==> config.mk <==
export PLATFORM = sky130hd
export DESIGN_NAME = i2cbl_top
export DESIGN_NICKNAME = d
export VERILOG_FILES = /design/src/verilog/i2cbl_pkg.sv /design/src/verilog/i2cbl_top.sv
export SDC_FILE = /design/constraint.sdc
export NUM_CORES = 1
export LEC_CHECK = 0
export BUFFER_PORTS_ARGS = -buffer_cell sky130_fd_sc_hd__buf_2
export CAP_MARGIN = 20
export CORE_AREA = 2 2 191 193
export CTS_CLUSTER_SIZE = 10
export DETAILED_ROUTE_END_ITERATION = 7
export DIE_AREA = 0 0 193 195
export HOLD_SLACK_MARGIN = 0.08
export PLACE_DENSITY = 0.77
export SYNTH_ARGS = -nofsm -noshare
export SYNTH_HDL_FRONTEND = slang
export SYNTH_SLANG_ARGS = --single-unit
==> constraint.sdc <==
create_clock -name clk -period 10.6 [get_ports clk]
set_input_delay 2.12 -clock clk [delete_from_list [all_inputs] [get_ports clk]]
set_output_delay 2.12 -clock clk [all_outputs]
set_load 0.05 [all_outputs]
==> src/verilog/i2cbl_pkg.sv <==
// Constants and types for the serial control and boot-load block.
// Behaviour
// RL1: Every address and data unit is one byte, shifted most significant bit first.
// RL2: The receiver of each byte pulls the data line low in its acknowledge slot.
// RL3: Start is data falling while clock is high; stop is data rising while high.
// RL4: Apart from start and stop, the data line changes only while the clock is low.
// RL5: After start the master sends seven address bits, direction bit, then awaits ack.
// RL6: The slave accepts any number of bytes between start and stop.
// RL7: A host read needs a subaddress-only write first, then the read transaction.
// RL8: In a write, the first data byte is the subaddress; later bytes are data.
// RL9: A new write after a subaddress-only write takes its first byte as new subaddress.
// RL10: The loader downloads any memory or part of one without wait states.
// RL11: Download switches from address write to read by repeated start, no stop.
// RL12: Download opens with start, memory address with write direction, subaddress bytes.
// RL13: The loader acknowledges every byte it reads from the memory; the code leaves the byte that ends the read unacknowledged.
// RL14: The image starts at memory location zero; blocks follow with no gaps.
// RL15: Loading goes on until bad header, end of memory, checksum error or end header.
// RL16: A bad header or read error is tried three times in total before error.
// RL17: A checksum mismatch re-reads the block twice more before declaring error.
// RL18: Once the controller program is loaded it is not reloaded until reset.
// RL19: On final error the load stops, defaults apply, master activity ends.
// RL20: Stored start word, stored end word and computed sum must all match.
// RL21: The checksum is a byte sum, checksum fields excluded, kept to 16 bits.
// RL22: Controller program and data blocks carry a multiple of four bytes.
// RL23: A header with zero length ends the download and hands over to slave mode.
// RL24: A header is accepted only when its two identity bytes equal 001F.
// RL25: The target code selects program, external data, DSP program, coefficient, data.
// RL26: The master clocks memory transfers at 375 kbps.
// RL27: A finished or abandoned download ends with a stop before slave operation.
package i2cbl_pkg;
  localparam int CLK_FREQ_KHZ = 100000;
  localparam int MST_RATE_KBPS = 375;
  localparam int QTR_CYC = (CLK_FREQ_KHZ + 4 * MST_RATE_KBPS - 1) / (4 * MST_RATE_KBPS);
  localparam logic [6:0] QTR_LAST = 7'(QTR_CYC - 1);
  localparam logic [6:0] EE_DEV = 7'h50;
  localparam logic [15:0] HDR_ID = 16'h001F;
  localparam logic [15:0] HDR_LEN = 16'h000C;
  localparam logic [15:0] CKS_LEN = 16'h0002;
  localparam logic [15:0] POS_CKS_HI = 16'h0000;
  localparam logic [15:0] POS_CKS_LO = 16'h0001;
  localparam logic [15:0] POS_ID_HI = 16'h0002;
  localparam logic [15:0] POS_ID_LO = 16'h0003;
  localparam logic [15:0] POS_SEL = 16'h0004;
  localparam logic [15:0] POS_ADR_HI = 16'h0006;
  localparam logic [15:0] POS_ADR_LO = 16'h0007;
  localparam logic [15:0] POS_TOT_HI = 16'h0008;
  localparam logic [15:0] POS_TOT_LO = 16'h0009;
  localparam logic [15:0] POS_HDR_LAST = 16'h000B;
  localparam logic [7:0] MEM_MCU_PROG = 8'h00;
  localparam logic [7:0] MEM_MCU_XDATA = 8'h01;
  localparam logic [7:0] MEM_DSP_PROG = 8'h02;
  localparam logic [7:0] MEM_DSP_COEF = 8'h03;
  localparam logic [7:0] MEM_DSP_DATA = 8'h04;
  localparam logic [1:0] TRIES_LAST = 2'h2;
  localparam logic [3:0] BIT_ACK = 4'h8;
  localparam logic [3:0] BIT_LAST = 4'h7;
  localparam logic [2:0] STP_AW = 3'h0;
  localparam logic [2:0] STP_SH = 3'h1;
  localparam logic [2:0] STP_SL = 3'h2;
  localparam logic [2:0] STP_AR = 3'h3;
  localparam logic [2:0] STP_RD = 3'h4;

  typedef enum logic [3:0] {
    S_START = 4'h1,
    S_BYTE = 4'h2,
    S_STOP = 4'h4,
    S_SLAVE = 4'h8
  } i2cbl_mst_st_t;

  typedef enum logic [4:0] {
    SL_IDLE = 5'h01,
    SL_RX = 5'h02,
    SL_ACK = 5'h04,
    SL_TX = 5'h08,
    SL_MACK = 5'h10
  } i2cbl_slv_st_t;

  typedef struct packed {
    logic [7:0] sel;
    logic [15:0] addr;
    logic [7:0] data;
  } i2cbl_mem_wr_t;

  typedef struct packed {
    logic [7:0] addr;
    logic [7:0] data;
  } i2cbl_slv_wr_t;
endpackage

==> src/verilog/i2cbl_top.sv <==
// Boot loader master, subaddress slave and the load-data FIFO.
`timescale 1ns/1ns
`default_nettype none

// ****************************************************************
// Load-data FIFO with a registered output stage.
// ****************************************************************
module i2cbl_fifo #(
  parameter int W = 32,
  parameter int D = 4
) (
  // Clock and reset.
  input wire logic clk,
  input wire logic rst,
  // Filling side.
  input wire logic in_valid,
  input wire logic [W-1:0] in_data,
  output logic in_ready,
  // Draining side.
  output var logic out_valid,
  output var logic [W-1:0] out_data,
  input wire logic out_ready
);
  localparam int AW = $clog2(D);
  logic [W-1:0] mem_r [D];
  logic [AW-1:0] wp_r;
  logic [AW-1:0] rp_r;
  logic [AW:0] cnt_r;
  logic push;
  logic pop;

  assign in_ready = cnt_r != (AW + 1)'(D);
  assign push = in_valid && in_ready;
  assign pop = (cnt_r != '0) && (!out_valid || out_ready);

  always_ff @(posedge clk)
  begin
    if (push)
    begin
      mem_r[wp_r] <= in_data;
    end
  end

  always_ff @(posedge clk or posedge rst)
  begin
    if (rst)
    begin
      wp_r <= '0;
      rp_r <= '0;
      cnt_r <= '0;
    end
    else
    begin
      if (push)
      begin
        wp_r <= wp_r + AW'(1);
      end
      if (pop)
      begin
        rp_r <= rp_r + AW'(1);
      end
      cnt_r <= cnt_r + (AW + 1)'(push) - (AW + 1)'(pop);
    end
  end

  always_ff @(posedge clk or posedge rst)
  begin
    if (rst)
    begin
      out_valid <= 1'b0;
      out_data <= '0;
    end
    else if (pop)
    begin
      out_valid <= 1'b1;
      out_data <= mem_r[rp_r];
    end
    else if (out_ready)
    begin
      out_valid <= 1'b0;
    end
  end
endmodule

// ****************************************************************
// Top: boot download as master, then subaddress slave.
// ****************************************************************
module i2cbl_top #(
  parameter int EE_BYTES = 65536,
  parameter logic [6:0] SLV_ADDR = 7'h34
) (
  // Clock and reset.
  input wire logic clk,
  input wire logic rst,
  // Serial bus pins.
  input wire logic scl_i,
  output var logic scl_o,
  output var logic scl_oe_n,
  input wire logic sda_i,
  output var logic sda_o,
  output var logic sda_oe_n,
  // Memory load stream.
  output logic mem_wr_valid,
  output i2cbl_pkg::i2cbl_mem_wr_t mem_wr_data,
  input wire logic mem_wr_ready,
  // Slave register access.
  output var logic slv_wr,
  output var i2cbl_pkg::i2cbl_slv_wr_t slv_wdata,
  output var logic [7:0] slv_sub,
  input wire logic [7:0] slv_rdata,
  // Boot status.
  output var logic boot_done,
  output var logic boot_err,
  output var logic use_default,
  output var logic mem_rd_err,
  output var logic mcu_locked
);
  import i2cbl_pkg::*;

  i2cbl_mst_st_t st_r;
  i2cbl_slv_st_t sl_st_r;
  logic [6:0] cnt_r;
  logic [1:0] q_r;
  logic [3:0] bit_r;
  logic [2:0] step_r;
  logic [7:0] sh_r;
  logic m_scl_low_r;
  logic m_sda_low_r;
  logic fin_r;
  logic fail_r;
  logic [1:0] tries_r;
  logic [15:0] pos_r;
  logic [15:0] base_r;
  logic [15:0] cks_hdr_r;
  logic [15:0] id_r;
  logic [7:0] sel_r;
  logic [15:0] start_r;
  logic [15:0] tot_r;
  logic [7:0] cke_hi_r;
  logic [15:0] sum_r;
  logic scl_q_r;
  logic sda_q_r;
  logic s_sda_low_r;
  logic [7:0] sl_sh_r;
  logic [3:0] sl_bit_r;
  logic sl_first_r;
  logic sl_rd_r;
  logic sl_sub_pend_r;
  logic tick;
  logic rd;
  logic bdone;
  logic [16:0] ee_pos;
  logic hdr_end;
  logic id_bad;
  logic term;
  logic is_data;
  logic blk_end;
  logic cks_ok;
  logic eom;
  logic fault;
  logic rd_stop;
  logic mem_push;
  logic fifo_in_ready;
  logic s_start;
  logic s_stop;
  logic s_rise;
  logic s_fall;
  i2cbl_mem_wr_t push_data;

  function automatic logic [7:0] tx_byte(input logic [2:0] s, input logic [15:0] a);
    case (s)
      STP_AW: tx_byte = {EE_DEV, 1'b0}; // RL12
      STP_SH: tx_byte = a[15:8];
      STP_SL: tx_byte = a[7:0];
      default: tx_byte = {EE_DEV, 1'b1}; // RL5
    endcase
  endfunction

  // ****************************************************************
  // Loader decisions on each completed byte.
  // ****************************************************************
  assign tick = (st_r != S_SLAVE) && (cnt_r == QTR_LAST) && fifo_in_ready; // RL26
  assign rd = step_r == STP_RD;
  assign bdone = tick && (st_r == S_BYTE) && (q_r == 2'h3) && (bit_r == BIT_ACK);
  assign ee_pos = {1'b0, base_r} + {1'b0, pos_r}; // RL14
  assign hdr_end = pos_r == POS_HDR_LAST;
  assign id_bad = hdr_end && ((id_r != HDR_ID) || // RL24
    ((tot_r != '0) && (tot_r < HDR_LEN + CKS_LEN)));
  assign term = hdr_end && !id_bad && (tot_r == '0); // RL23
  assign is_data = (pos_r >= HDR_LEN) && (pos_r < tot_r - CKS_LEN);
  assign blk_end = (pos_r >= HDR_LEN) && (pos_r == tot_r - 16'h0001);
  assign cks_ok = (cks_hdr_r == {cke_hi_r, sh_r}) && (cks_hdr_r == sum_r); // RL20
  assign eom = (ee_pos + 17'h00001) >= 17'(EE_BYTES);
  assign fault = bdone && (rd ? (id_bad || (blk_end && !cks_ok) || (eom && !term)) // RL15
    : sda_i);
  // The byte that ends the read is left unacknowledged so the memory frees the line for the stop.
  assign rd_stop = rd && (id_bad || term || (blk_end && !cks_ok) || eom); // RL15 RL27
  assign mem_push = bdone && rd && is_data && !fault &&
    !((sel_r == MEM_MCU_PROG) && mcu_locked); // RL10 RL18 RL25
  assign push_data = '{sel: sel_r, addr: start_r + (pos_r - HDR_LEN), data: sh_r};

  // Bus-rate quarter counter; it halts while the FIFO is full.
  always_ff @(posedge clk or posedge rst)
  begin
    if (rst)
    begin
      cnt_r <= '0;
    end
    else if (st_r == S_SLAVE || tick)
    begin
      cnt_r <= '0;
    end
    else if (fifo_in_ready)
    begin
      cnt_r <= cnt_r + 7'h01;
    end
  end

  // ****************************************************************
  // Master sequencing: start, byte, stop and retries.
  // ****************************************************************
  always_ff @(posedge clk or posedge rst)
  begin
    if (rst)
    begin
      st_r <= S_START;
      q_r <= '0;
      bit_r <= '0;
      step_r <= STP_AW;
      sh_r <= '0;
      m_scl_low_r <= 1'b0;
      m_sda_low_r <= 1'b0;
      fin_r <= 1'b0;
      fail_r <= 1'b0;
      tries_r <= '0;
      pos_r <= '0;
      base_r <= '0;
      mcu_locked <= 1'b0;
      mem_rd_err <= 1'b0;
      boot_done <= 1'b0;
      boot_err <= 1'b0;
      use_default <= 1'b0;
    end
    else if (tick)
    begin
      q_r <= q_r + 2'h1;
      case (st_r)
        S_START:
        begin
          case (q_r)
            2'h0: m_sda_low_r <= 1'b0;
            2'h1: m_scl_low_r <= 1'b0;
            2'h2: m_sda_low_r <= 1'b1; // RL3
            default:
            begin
              m_scl_low_r <= 1'b1;
              st_r <= S_BYTE;
              bit_r <= '0;
              sh_r <= tx_byte(step_r, ee_pos[15:0]);
            end
          endcase
        end
        S_BYTE:
        begin
          case (q_r)
            2'h1: m_sda_low_r <= (bit_r == BIT_ACK) ? (rd && !rd_stop) : // RL13 RL27
              (!rd && !sh_r[7]); // RL1 RL4
            2'h2: m_scl_low_r <= 1'b0;
            2'h3:
            begin
              m_scl_low_r <= 1'b1;
              if (bit_r != BIT_ACK)
              begin
                sh_r <= {sh_r[6:0], rd ? sda_i : 1'b0}; // RL1
                bit_r <= bit_r + 4'h1;
              end
              else if (fault)
              begin
                st_r <= S_STOP;
                pos_r <= '0;
                if (rd && blk_end && !cks_ok)
                begin
                  mem_rd_err <= 1'b1; // RL20
                end
                if (tries_r == TRIES_LAST)
                begin
                  fail_r <= 1'b1; // RL16 RL17
                end
                else
                begin
                  tries_r <= tries_r + 2'h1;
                end
              end
              else if (!rd)
              begin
                bit_r <= '0;
                if (step_r == STP_SL)
                begin
                  st_r <= S_START; // RL11
                  step_r <= STP_AR;
                end
                else
                begin
                  step_r <= step_r + 3'h1; // RL12
                  sh_r <= tx_byte(step_r + 3'h1, ee_pos[15:0]);
                end
              end
              else if (term)
              begin
                st_r <= S_STOP;
                fin_r <= 1'b1; // RL23
              end
              else
              begin
                bit_r <= '0;
                if (blk_end)
                begin
                  base_r <= base_r + tot_r; // RL14
                  pos_r <= '0;
                  tries_r <= '0;
                  if (sel_r == MEM_MCU_PROG)
                  begin
                    mcu_locked <= 1'b1; // RL18
                  end
                end
                else
                begin
                  pos_r <= pos_r + 16'h0001;
                end
              end
            end
            default:
            begin
            end
          endcase
        end
        S_STOP:
        begin
          case (q_r)
            2'h0: m_sda_low_r <= 1'b1;
            2'h1: m_scl_low_r <= 1'b0;
            2'h2: m_sda_low_r <= 1'b0; // RL3 RL27
            default:
            begin
              if (fin_r || fail_r)
              begin
                st_r <= S_SLAVE; // RL19
                boot_done <= fin_r;
                boot_err <= fail_r;
                use_default <= fail_r;
              end
              else
              begin
                st_r <= S_START;
                step_r <= STP_AW;
              end
            end
          endcase
        end
        default:
        begin
        end
      endcase
    end
  end

  // ****************************************************************
  // Header capture and running checksum.
  // ****************************************************************
  always_ff @(posedge clk or posedge rst)
  begin
    if (rst)
    begin
      cks_hdr_r <= '0;
      id_r <= '0;
      sel_r <= '0;
      start_r <= '0;
      tot_r <= '0;
      cke_hi_r <= '0;
      sum_r <= '0;
    end
    else if (bdone && rd)
    begin
      case (pos_r)
        POS_CKS_HI: cks_hdr_r[15:8] <= sh_r;
        POS_CKS_LO: cks_hdr_r[7:0] <= sh_r;
        POS_ID_HI: id_r[15:8] <= sh_r;
        POS_ID_LO: id_r[7:0] <= sh_r;
        POS_SEL: sel_r <= sh_r;
        POS_ADR_HI: start_r[15:8] <= sh_r;
        POS_ADR_LO: start_r[7:0] <= sh_r;
        POS_TOT_HI: tot_r[15:8] <= sh_r;
        POS_TOT_LO: tot_r[7:0] <= sh_r;
        default:
        begin
          if (pos_r == tot_r - CKS_LEN)
          begin
            cke_hi_r <= sh_r;
          end
        end
      endcase
      if (pos_r == POS_CKS_HI)
      begin
        sum_r <= '0;
      end
      else if (pos_r >= POS_ID_HI && (pos_r < HDR_LEN || pos_r < tot_r - CKS_LEN))
      begin
        sum_r <= sum_r + {8'h00, sh_r}; // RL21
      end
    end
  end

  i2cbl_fifo #(
    .W($bits(i2cbl_mem_wr_t)),
    .D(4)
  ) u_fifo (
    .clk(clk),
    .rst(rst),
    .in_valid(mem_push),
    .in_data(push_data),
    .in_ready(fifo_in_ready),
    .out_valid(mem_wr_valid),
    .out_data(mem_wr_data),
    .out_ready(mem_wr_ready)
  );

  // ****************************************************************
  // Subaddress slave, active once the boot download is over.
  // ****************************************************************
  assign s_start = scl_q_r && scl_i && sda_q_r && !sda_i;
  assign s_stop = scl_q_r && scl_i && !sda_q_r && sda_i;
  assign s_rise = !scl_q_r && scl_i;
  assign s_fall = scl_q_r && !scl_i;

  always_ff @(posedge clk or posedge rst)
  begin
    if (rst)
    begin
      scl_q_r <= 1'b1;
      sda_q_r <= 1'b1;
    end
    else
    begin
      scl_q_r <= scl_i;
      sda_q_r <= sda_i;
    end
  end

  always_ff @(posedge clk or posedge rst)
  begin
    if (rst)
    begin
      sl_st_r <= SL_IDLE;
      s_sda_low_r <= 1'b0;
      sl_sh_r <= '0;
      sl_bit_r <= '0;
      sl_first_r <= 1'b0;
      sl_rd_r <= 1'b0;
      sl_sub_pend_r <= 1'b0;
      slv_wr <= 1'b0;
      slv_wdata <= '0;
      slv_sub <= '0;
    end
    else
    begin
      slv_wr <= 1'b0;
      if (st_r != S_SLAVE)
      begin
        sl_st_r <= SL_IDLE;
        s_sda_low_r <= 1'b0;
      end
      else if (s_start)
      begin
        sl_st_r <= SL_RX;
        sl_bit_r <= '0;
        sl_first_r <= 1'b1;
        s_sda_low_r <= 1'b0;
      end
      else if (s_stop)
      begin
        sl_st_r <= SL_IDLE;
        s_sda_low_r <= 1'b0;
      end
      else
      begin
        case (sl_st_r)
          SL_RX:
          begin
            if (s_rise)
            begin
              sl_sh_r <= {sl_sh_r[6:0], sda_i}; // RL1
              sl_bit_r <= sl_bit_r + 4'h1;
            end
            else if (s_fall && sl_bit_r == BIT_ACK)
            begin
              sl_bit_r <= '0;
              if (sl_first_r)
              begin
                sl_first_r <= 1'b0;
                if (sl_sh_r[7:1] == SLV_ADDR)
                begin
                  sl_st_r <= SL_ACK;
                  s_sda_low_r <= 1'b1; // RL2
                  sl_rd_r <= sl_sh_r[0];
                  sl_sub_pend_r <= !sl_sh_r[0]; // RL9
                end
                else
                begin
                  sl_st_r <= SL_IDLE;
                end
              end
              else
              begin
                sl_st_r <= SL_ACK; // RL6
                s_sda_low_r <= 1'b1;
                if (sl_sub_pend_r)
                begin
                  slv_sub <= sl_sh_r; // RL8
                  sl_sub_pend_r <= 1'b0;
                end
                else
                begin
                  slv_wr <= 1'b1;
                  slv_wdata <= '{addr: slv_sub, data: sl_sh_r};
                  slv_sub <= slv_sub + 8'h01;
                end
              end
            end
          end
          SL_ACK, SL_MACK:
          begin
            if (s_rise && sl_st_r == SL_MACK && sda_i)
            begin
              sl_st_r <= SL_IDLE;
            end
            else if (s_fall && sl_rd_r)
            begin
              sl_st_r <= SL_TX;
              sl_sh_r <= slv_rdata;
              s_sda_low_r <= !slv_rdata[7];
              slv_sub <= slv_sub + 8'h01;
            end
            else if (s_fall)
            begin
              sl_st_r <= SL_RX;
              s_sda_low_r <= 1'b0;
            end
          end
          SL_TX:
          begin
            if (s_fall && sl_bit_r == BIT_LAST)
            begin
              sl_st_r <= SL_MACK;
              s_sda_low_r <= 1'b0;
              sl_bit_r <= '0;
            end
            else if (s_fall)
            begin
              sl_sh_r <= {sl_sh_r[6:0], 1'b0};
              s_sda_low_r <= !sl_sh_r[6];
              sl_bit_r <= sl_bit_r + 4'h1;
            end
          end
          default:
          begin
          end
        endcase
      end
    end
  end

  // Pin drivers; the enable is low while a line is pulled down.
  always_ff @(posedge clk or posedge rst)
  begin
    if (rst)
    begin
      scl_o <= 1'b0;
      sda_o <= 1'b0;
      scl_oe_n <= 1'b1;
      sda_oe_n <= 1'b1;
    end
    else
    begin
      scl_o <= 1'b0;
      sda_o <= 1'b0;
      scl_oe_n <= !((st_r != S_SLAVE) && m_scl_low_r);
      sda_oe_n <= !((st_r == S_SLAVE) ? s_sda_low_r : m_sda_low_r);
    end
  end
endmodule
`default_nettype wire

==> results of run 1 <==
==> layout make-up <==
type | instances | share of cell area
well taps | 461 | 0.0247
clock inverters | 5 | 0.00433
flip-flops and latches | 384 | 0.439
repair buffers | 99 | 0.0241
multi-input cells | 1315 | 0.437
clock buffers | 75 | 0.0539
inverters | 108 | 0.0177
==> through the flow <==
| stage | setup WS (ps) | instances | util | cell area [µm²] |
|---|---|---|---|---|
| 2_1_floorplan | 1450 | 1882 | - | 21200 |
| 3_3_place_gp | 5690 | 2367 | 0.622 | 22000 |
| 3_5_place_dp | 5540 | 2367 | 0.622 | 22000 |
| 4_1_cts | 5500 | 2447 | 0.661 | 23400 |
| 5_1_grt | 5080 | 2447 | 0.661 | 23400 |
| 6_report | 5460 | 2447 | 0.661 | 23400 |
==> per-layer routing <==
metal  global-route usage  vias to the layer above  share of wire
li1                     -                     7001              -
met1                0.367                     7556           0.44
met3               0.0392                       90          0.058
met4               0.0901                        0          0.028
met5                    0                        -              0
met2                0.436                      511           0.48
==> worst max-delay path: stages (launching register included) <==
cell,delay [ps]
dfrtp_1,440
inv_1,190
ha_1,270
nor3b_1,480
nand2_1,170
nor3_1,220
xnor2_1,160
ha_1,270
a21o_1,200
a21o_1,180
a21oi_1,130
nor2_1,50
nor4_1,390
a21oi_1,200
or4_1,720
inv_1,130
ha_1,150
inv_1,50
fa_1,370
xnor2_1,140
xnor2_1,130
==> worst max-delay path by stage <==
| stage | from | to | cells after the start |
|---|---|---|---|
| after global placement | pos_r[0] | u_fifo.cnt_r[2] | 18 |
| final | tot_r[1] | u_fifo.cnt_r[2] | 20 |
| after global routing | tot_r[1] | u_fifo.cnt_r[2] | 20 |
| after CTS | tot_r[1] | u_fifo.cnt_r[2] | 20 |
| after detailed placement | tot_r[1] | u_fifo.cnt_r[2] | 20 |
| after floorplan | rst | base_r[0] | 1 |
==> synth_stat cells, types with 12 or more instances <==
cell type	count	area (µm²)
dfrtp_1	250	6260
nor3_1	48	240
a21oi_1	72	360
inv_1	107	402
or3_1	15	93.8
and3_1	22	138
nor2_1	117	439
o21bai_1	15	113
mux4_2	32	721
mux2i_1	25	250
nor2b_1	20	125
o21a_1	12	90.1
ha_1	118	1480
nor4_1	29	181
a31oi_1	18	113
edfxtp_1	128	3840
a21o_1	23	173
mux2_2	121	1360
xnor2_1	76	666
clkbuf_1	54	203
xor2_1	31	272
a22oi_1	13	97.6
o21ai_0	69	345
nand3_1	48	240
nand2_1	160	601
nand4_1	13	81.3
a211oi_1	14	105
==> cells by family (layout without fill, tap and decap cells) <==
logic type                 count (synthesis)  after routing  share of synthesized area
AOI/OAI and AO/OA                        337            337                      0.108
xor gates and xnor gates                 107            107                     0.0443
buffers and inverters                    183            287                     0.0342
other                                      1              2                   0.000177
and+or+nand+nor                          554            554                      0.135
DFF                                      384            384                      0.485
adders and majority gates                123            123                     0.0745
muxes                                    192            192                      0.119
==> flip-flops by register name (all words and copies together), names as in the netlist, 5 cells and up <==
name	count
sl_sh_r	8
sh_r	8
sl_st_r	5
start_r	16
cnt_r	7
slv_sub	8
slv_wdata	16
u_fifo.out_data	32
cke_hi_r	8
base_r	16
sel_r	8
u_fifo.mem_r	128
cks_hdr_r	16
sum_r	16
id_r	16
tot_r	16
pos_r	16
==> power by group <==
part | leakage, nW | internal (mW) | switching (mW) | total (mW)
sequential | 4.48 | 1.55 | 0.0560 | 1.61
clock | 0.650 | 0.858 | 0.594 | 1.45
combinational | 5.39 | 0.112 | 0.133 | 0.245
total | 10.5 | 2.52 | 0.783 | 3.31
==> flow_summary.yaml, run 1 <==
status:
  outcome: "finished clean"
detailed_routing:
  drt_iter0_markers: 1441
  ant_nets: 0
  post-route-drc-count: 0
  viasPerCell: 6.19
  totalWireLength_um: 49400
  wl_per_cell_um: 20.2
  vias: 15158
  first_pass_iters: 5
global_routing:
  grt_overflow: 0
  grt_pass1_vias: 15086
  grt_antenna_before_repair: 0
  grtUsageTotal: 0.267
  grt_pass1_wl_um: 79500
  grt_max_degree: 160
synth:
  syn_area_per_cell_um2: 11.2
  ys.flop_type: "dfrtp_1"
  synth_seq_area_share: 0.485
  yosys.cell_types.count: 93
  syn_inst: 1881
  syn_area_mm2: 0.0212
  ys_seq_elements: 384
  yosys_warnings: 0
  async_flop_share: 0.667
  synth_edf_count: 128
layout:
  n_antenna_cell: 0
  multi_input_area_mm2: 0.0102
  final_common_cell: "dfrtp_1"
  register_area_mm2: 0.0103
  syn_to_final_growth_pct: 10.5
  drive_gt1_frac: 0.185
  fill_cells: 2593
  nets: 2089
  mostFrequentLayoutCells: "248 x dfrtp_1, 160 x nand2_1, 128 x edfxtp_1"
floorplan:
  coreArea_mm2: 0.0354
  num_rows: 69
  die_y_um: 195
  die_x_um: 193
  start_util: 0.598
  io_pins: 80
  dieArea_mm2: 0.0376
timing:
  max_freq_mhz: 195
  rsz0062_at_grt: "false"
  whs_ps: 401
  fin_setup_tns_ps: 0
  finalSetupViolations: 0
  relSlewSlack: 0.324
  worstMarginPinSlew_ps: 1010
  fin_skew_ps: 13.1
  hold_violations: 0
  min_period_ps: 5140
  period_share: 0.485
  drv_slew: 0
placement:
  dpl.hpwl_um: 33200
  portBuffers: 77
  gp_congestion: 0.913
setup_path:
  required_ps: 11050
  endpoint_kind: "flip-flop"
  r2r-start: "tot_r[1]"
  critical_path_arrival_ps: 5590
  reg2reg_depth: 20
  crit_type: "flip-flop to flip-flop"
  startpoint_type: "flip-flop"
  r2r_slack_ps: 5460
  worst-path-max-fanout: 7
  r2r_end: "u_fifo.cnt_r[2]"
clock_network:
  cts.clk_slew.worst_paths_ps: 60
  clock-sinks: 384
  cts_tree: "yes"
  cts_setup_buffers: 0
  cts.path.max_buffers: 3
  worstSkewPairLatency_ps: 570
  cts_buffers: 45
  hold_buffers: 0
  ctsResizeCount: 0
  cts_root_buf: "clkbuf_16"
  htree_levels: 2
min_path:
  hold_start: "m_scl_low_r"
  hold_end: "scl_oe_n"
  hp-class: "flip-flop to flip-flop"
  hold_depth: 1
power_and_ir_drop:
  total_power_mw: 3.31
  leakagePower_nw: 10.5
  p_per_area_mw_per_mm2: 141
  vdd_drop_max_uv: 293
flow_run:
  drv_cap: 0
No activity file was read; power rests on OpenSTA's default activity.
==> inputs of run 2 (changes only) <==
==> constraint.sdc (replaced) <==
create_clock -name clk -period 4.8 [get_ports clk]
set_input_delay 0.96 -clock clk [delete_from_list [all_inputs] [get_ports clk]]
set_output_delay 0.96 -clock clk [all_outputs]
set_load 0.05 [all_outputs]
==> run 2 against run 1 <==
- first-iteration DRC count is 9.5% lower
- combinational power increased to 2.5 times the previous value
- wire length grew 3.0%
- cell count up 1.1%
- via count is 0.77% higher
- global-route usage rose by 0.74 points
- setup slack got worse by 5100 ps
- highest routed layer unchanged
==> flow_summary.yaml, run 2 (synthesized netlist as in run 1, its figures left out) <==
clock_network:
  cts_setup_buffers: 0
  cts.path.max_buffers: 3
  clock-sinks: 384
  cts.clk_slew.worst_paths_ps: 60
  cts_buffers: 45
  cts_root_buf: "clkbuf_16"
  htree_levels: 2
  worstSkewPairLatency_ps: 550
  cts_tree: "yes"
  hold_buffers: 0
detailed_routing:
  viasPerCell: 6.17
  post-route-drc-count: 0
  vias: 15274
  first_pass_iters: 5
  drt_iter0_markers: 1304
  totalWireLength_um: 50900
  ant_nets: 0
  wl_per_cell_um: 20.5
power_and_ir_drop:
  power.share.clock: 0.430
  seq_power_share: 0.485
  p_comb_frac: 0.085
  vdd_drop_max_uv: 653
  switching_share: 0.239
  internal_power_mw: 5.49
  p_per_area_mw_per_mm2: 305
  p_sw_mw: 1.72
  leakagePower_nw: 10.6
  total_power_mw: 7.21
timing:
  max_freq_mhz: 223
  hold_violations: 0
  finalSetupViolations: 0
  fin_skew_ps: 18.3
  period_share: 0.934
  rsz0062_at_grt: "false"
  min_period_ps: 4480
  fin_ws_ps: 317
  whs_ps: 408
  worstMarginPinSlew_ps: 934
  drv_slew: 0
  relSlewSlack: 0.373
floorplan:
  io_pins: 80
  dieArea_mm2: 0.0376
  die_y_um: 195
  coreArea_mm2: 0.0354
  num_rows: 69
  die_x_um: 193
  start_util: 0.598
global_routing:
  grt_overflow: 0
  grt_pass1_vias: 15257
  grtUsageTotal: 0.275
  grt_antenna_before_repair: 0
  grt_max_degree: 132
  grt_pass1_wl_um: 81800
setup_path:
  crit_type: "flip-flop to flip-flop"
  r2r_slack_ps: 320
  critical_path_arrival_ps: 4950
  startpoint_type: "flip-flop"
  endpoint_kind: "flip-flop"
  worst-path-max-fanout: 5
  required_ps: 5270
layout:
  fill_cells: 2657
  final_common_cell: "dfrtp_1"
  mostFrequentLayoutCells: "249 x dfrtp_1, 160 x nand2_1, 128 x edfxtp_1"
  largest_register_ffs: 128
  largestRegisters: "u_fifo.mem_r x128, u_fifo.out_data x32"
  n_antenna_cell: 0
  syn_to_final_growth_pct: 11.7
  nets: 2118
  top_register: "u_fifo.mem_r"
  fin_util: 0.668
  drive_gt1_frac: 0.196
placement:
  portBuffers: 77
  dp_slack_ps: 153
  gp_congestion: 0.929
  dpl.hpwl_um: 34800
status:
  outcome: "finished clean"
min_path:
  hp-class: "flip-flop to flip-flop"
flow_run:
  drv_cap: 0
## run 2: through the flow
stage | std cells | TNS [ps] | area, µm²
after global placement | 2396 | 0 | 22300
after detailed placement | 2396 | 0 | 22300
after CTS | 2475 | 0 | 23600
after global routing | 2475 | 0 | 23600
final | 2475 | 0 | 23600
after floorplan | 1882 | -45590 | 21200
## run 2: final cells by class
type                       count  area, µm²  area share
clock buffer                  76       1270      0.0538
clock inverter                 3       47.5     0.00201
inverter                     108        409      0.0173
multi-input combinational   1315      10200       0.433
sequential                   384      10300       0.434
tap                          461        577      0.0244
timing repair buffer         128        843      0.0357
## run 2: critical path: stages (launching register included)
cell      delay (ps)
dfrtp_1          400
ha_1             220
fa_1             400
a21o_1           230
a221oi_4         350
o211ai_2         160
a311oi_1         260
nand3b_1         210
o21ai_2          100
nor3b_4          280
mux2i_1          200
or4_1            600
inv_1             90
ha_1             140
inv_1             60
fa_1             380
xnor2_1          190
xnor2_1          130
## run 2: final timing paths
check	startpoint	cells past startpoint	end
max	base_r[0]	17	u_fifo.cnt_r[2]
min	m_scl_low_r	1	scl_oe_n
max reg2reg	base_r[0]	17	u_fifo.cnt_r[2]
min reg2reg	m_scl_low_r	1	scl_oe_n
max in group asynchronous	rst	3	slv_wdata[15]
min in group asynchronous	rst	2	tot_r[14]
## run 2: power groups by stage
stage / Combinational, mW / Sequential [mW] / Clock [mW]
after detailed placement: 0.625 / 3.56 / 0
after global routing: 0.686 / 3.50 / 3.30
after floorplan: 0.489 / 3.55 / 0
after CTS: 0.630 / 3.50 / 3.15
final: 0.613 / 3.50 / 3.10
after global placement: 0.608 / 3.55 / 0
## run 2: per-layer routing
layer / up-vias / part of all wire / GRT usage
li1: 7072 / - / -
met1: 7619 / 0.43 / 0.375
met2: 499 / 0.49 / 0.461
met3: 84 / 0.056 / 0.0361
met4: 0 / 0.025 / 0.0783
met5: - / 0 / 0
## run 2: timing repair
action	4_1_cts	5_1_grt
endpoints found under the hold margin	0	0
gates resized for setup	0	3
endpoints found under the setup margin	0	136
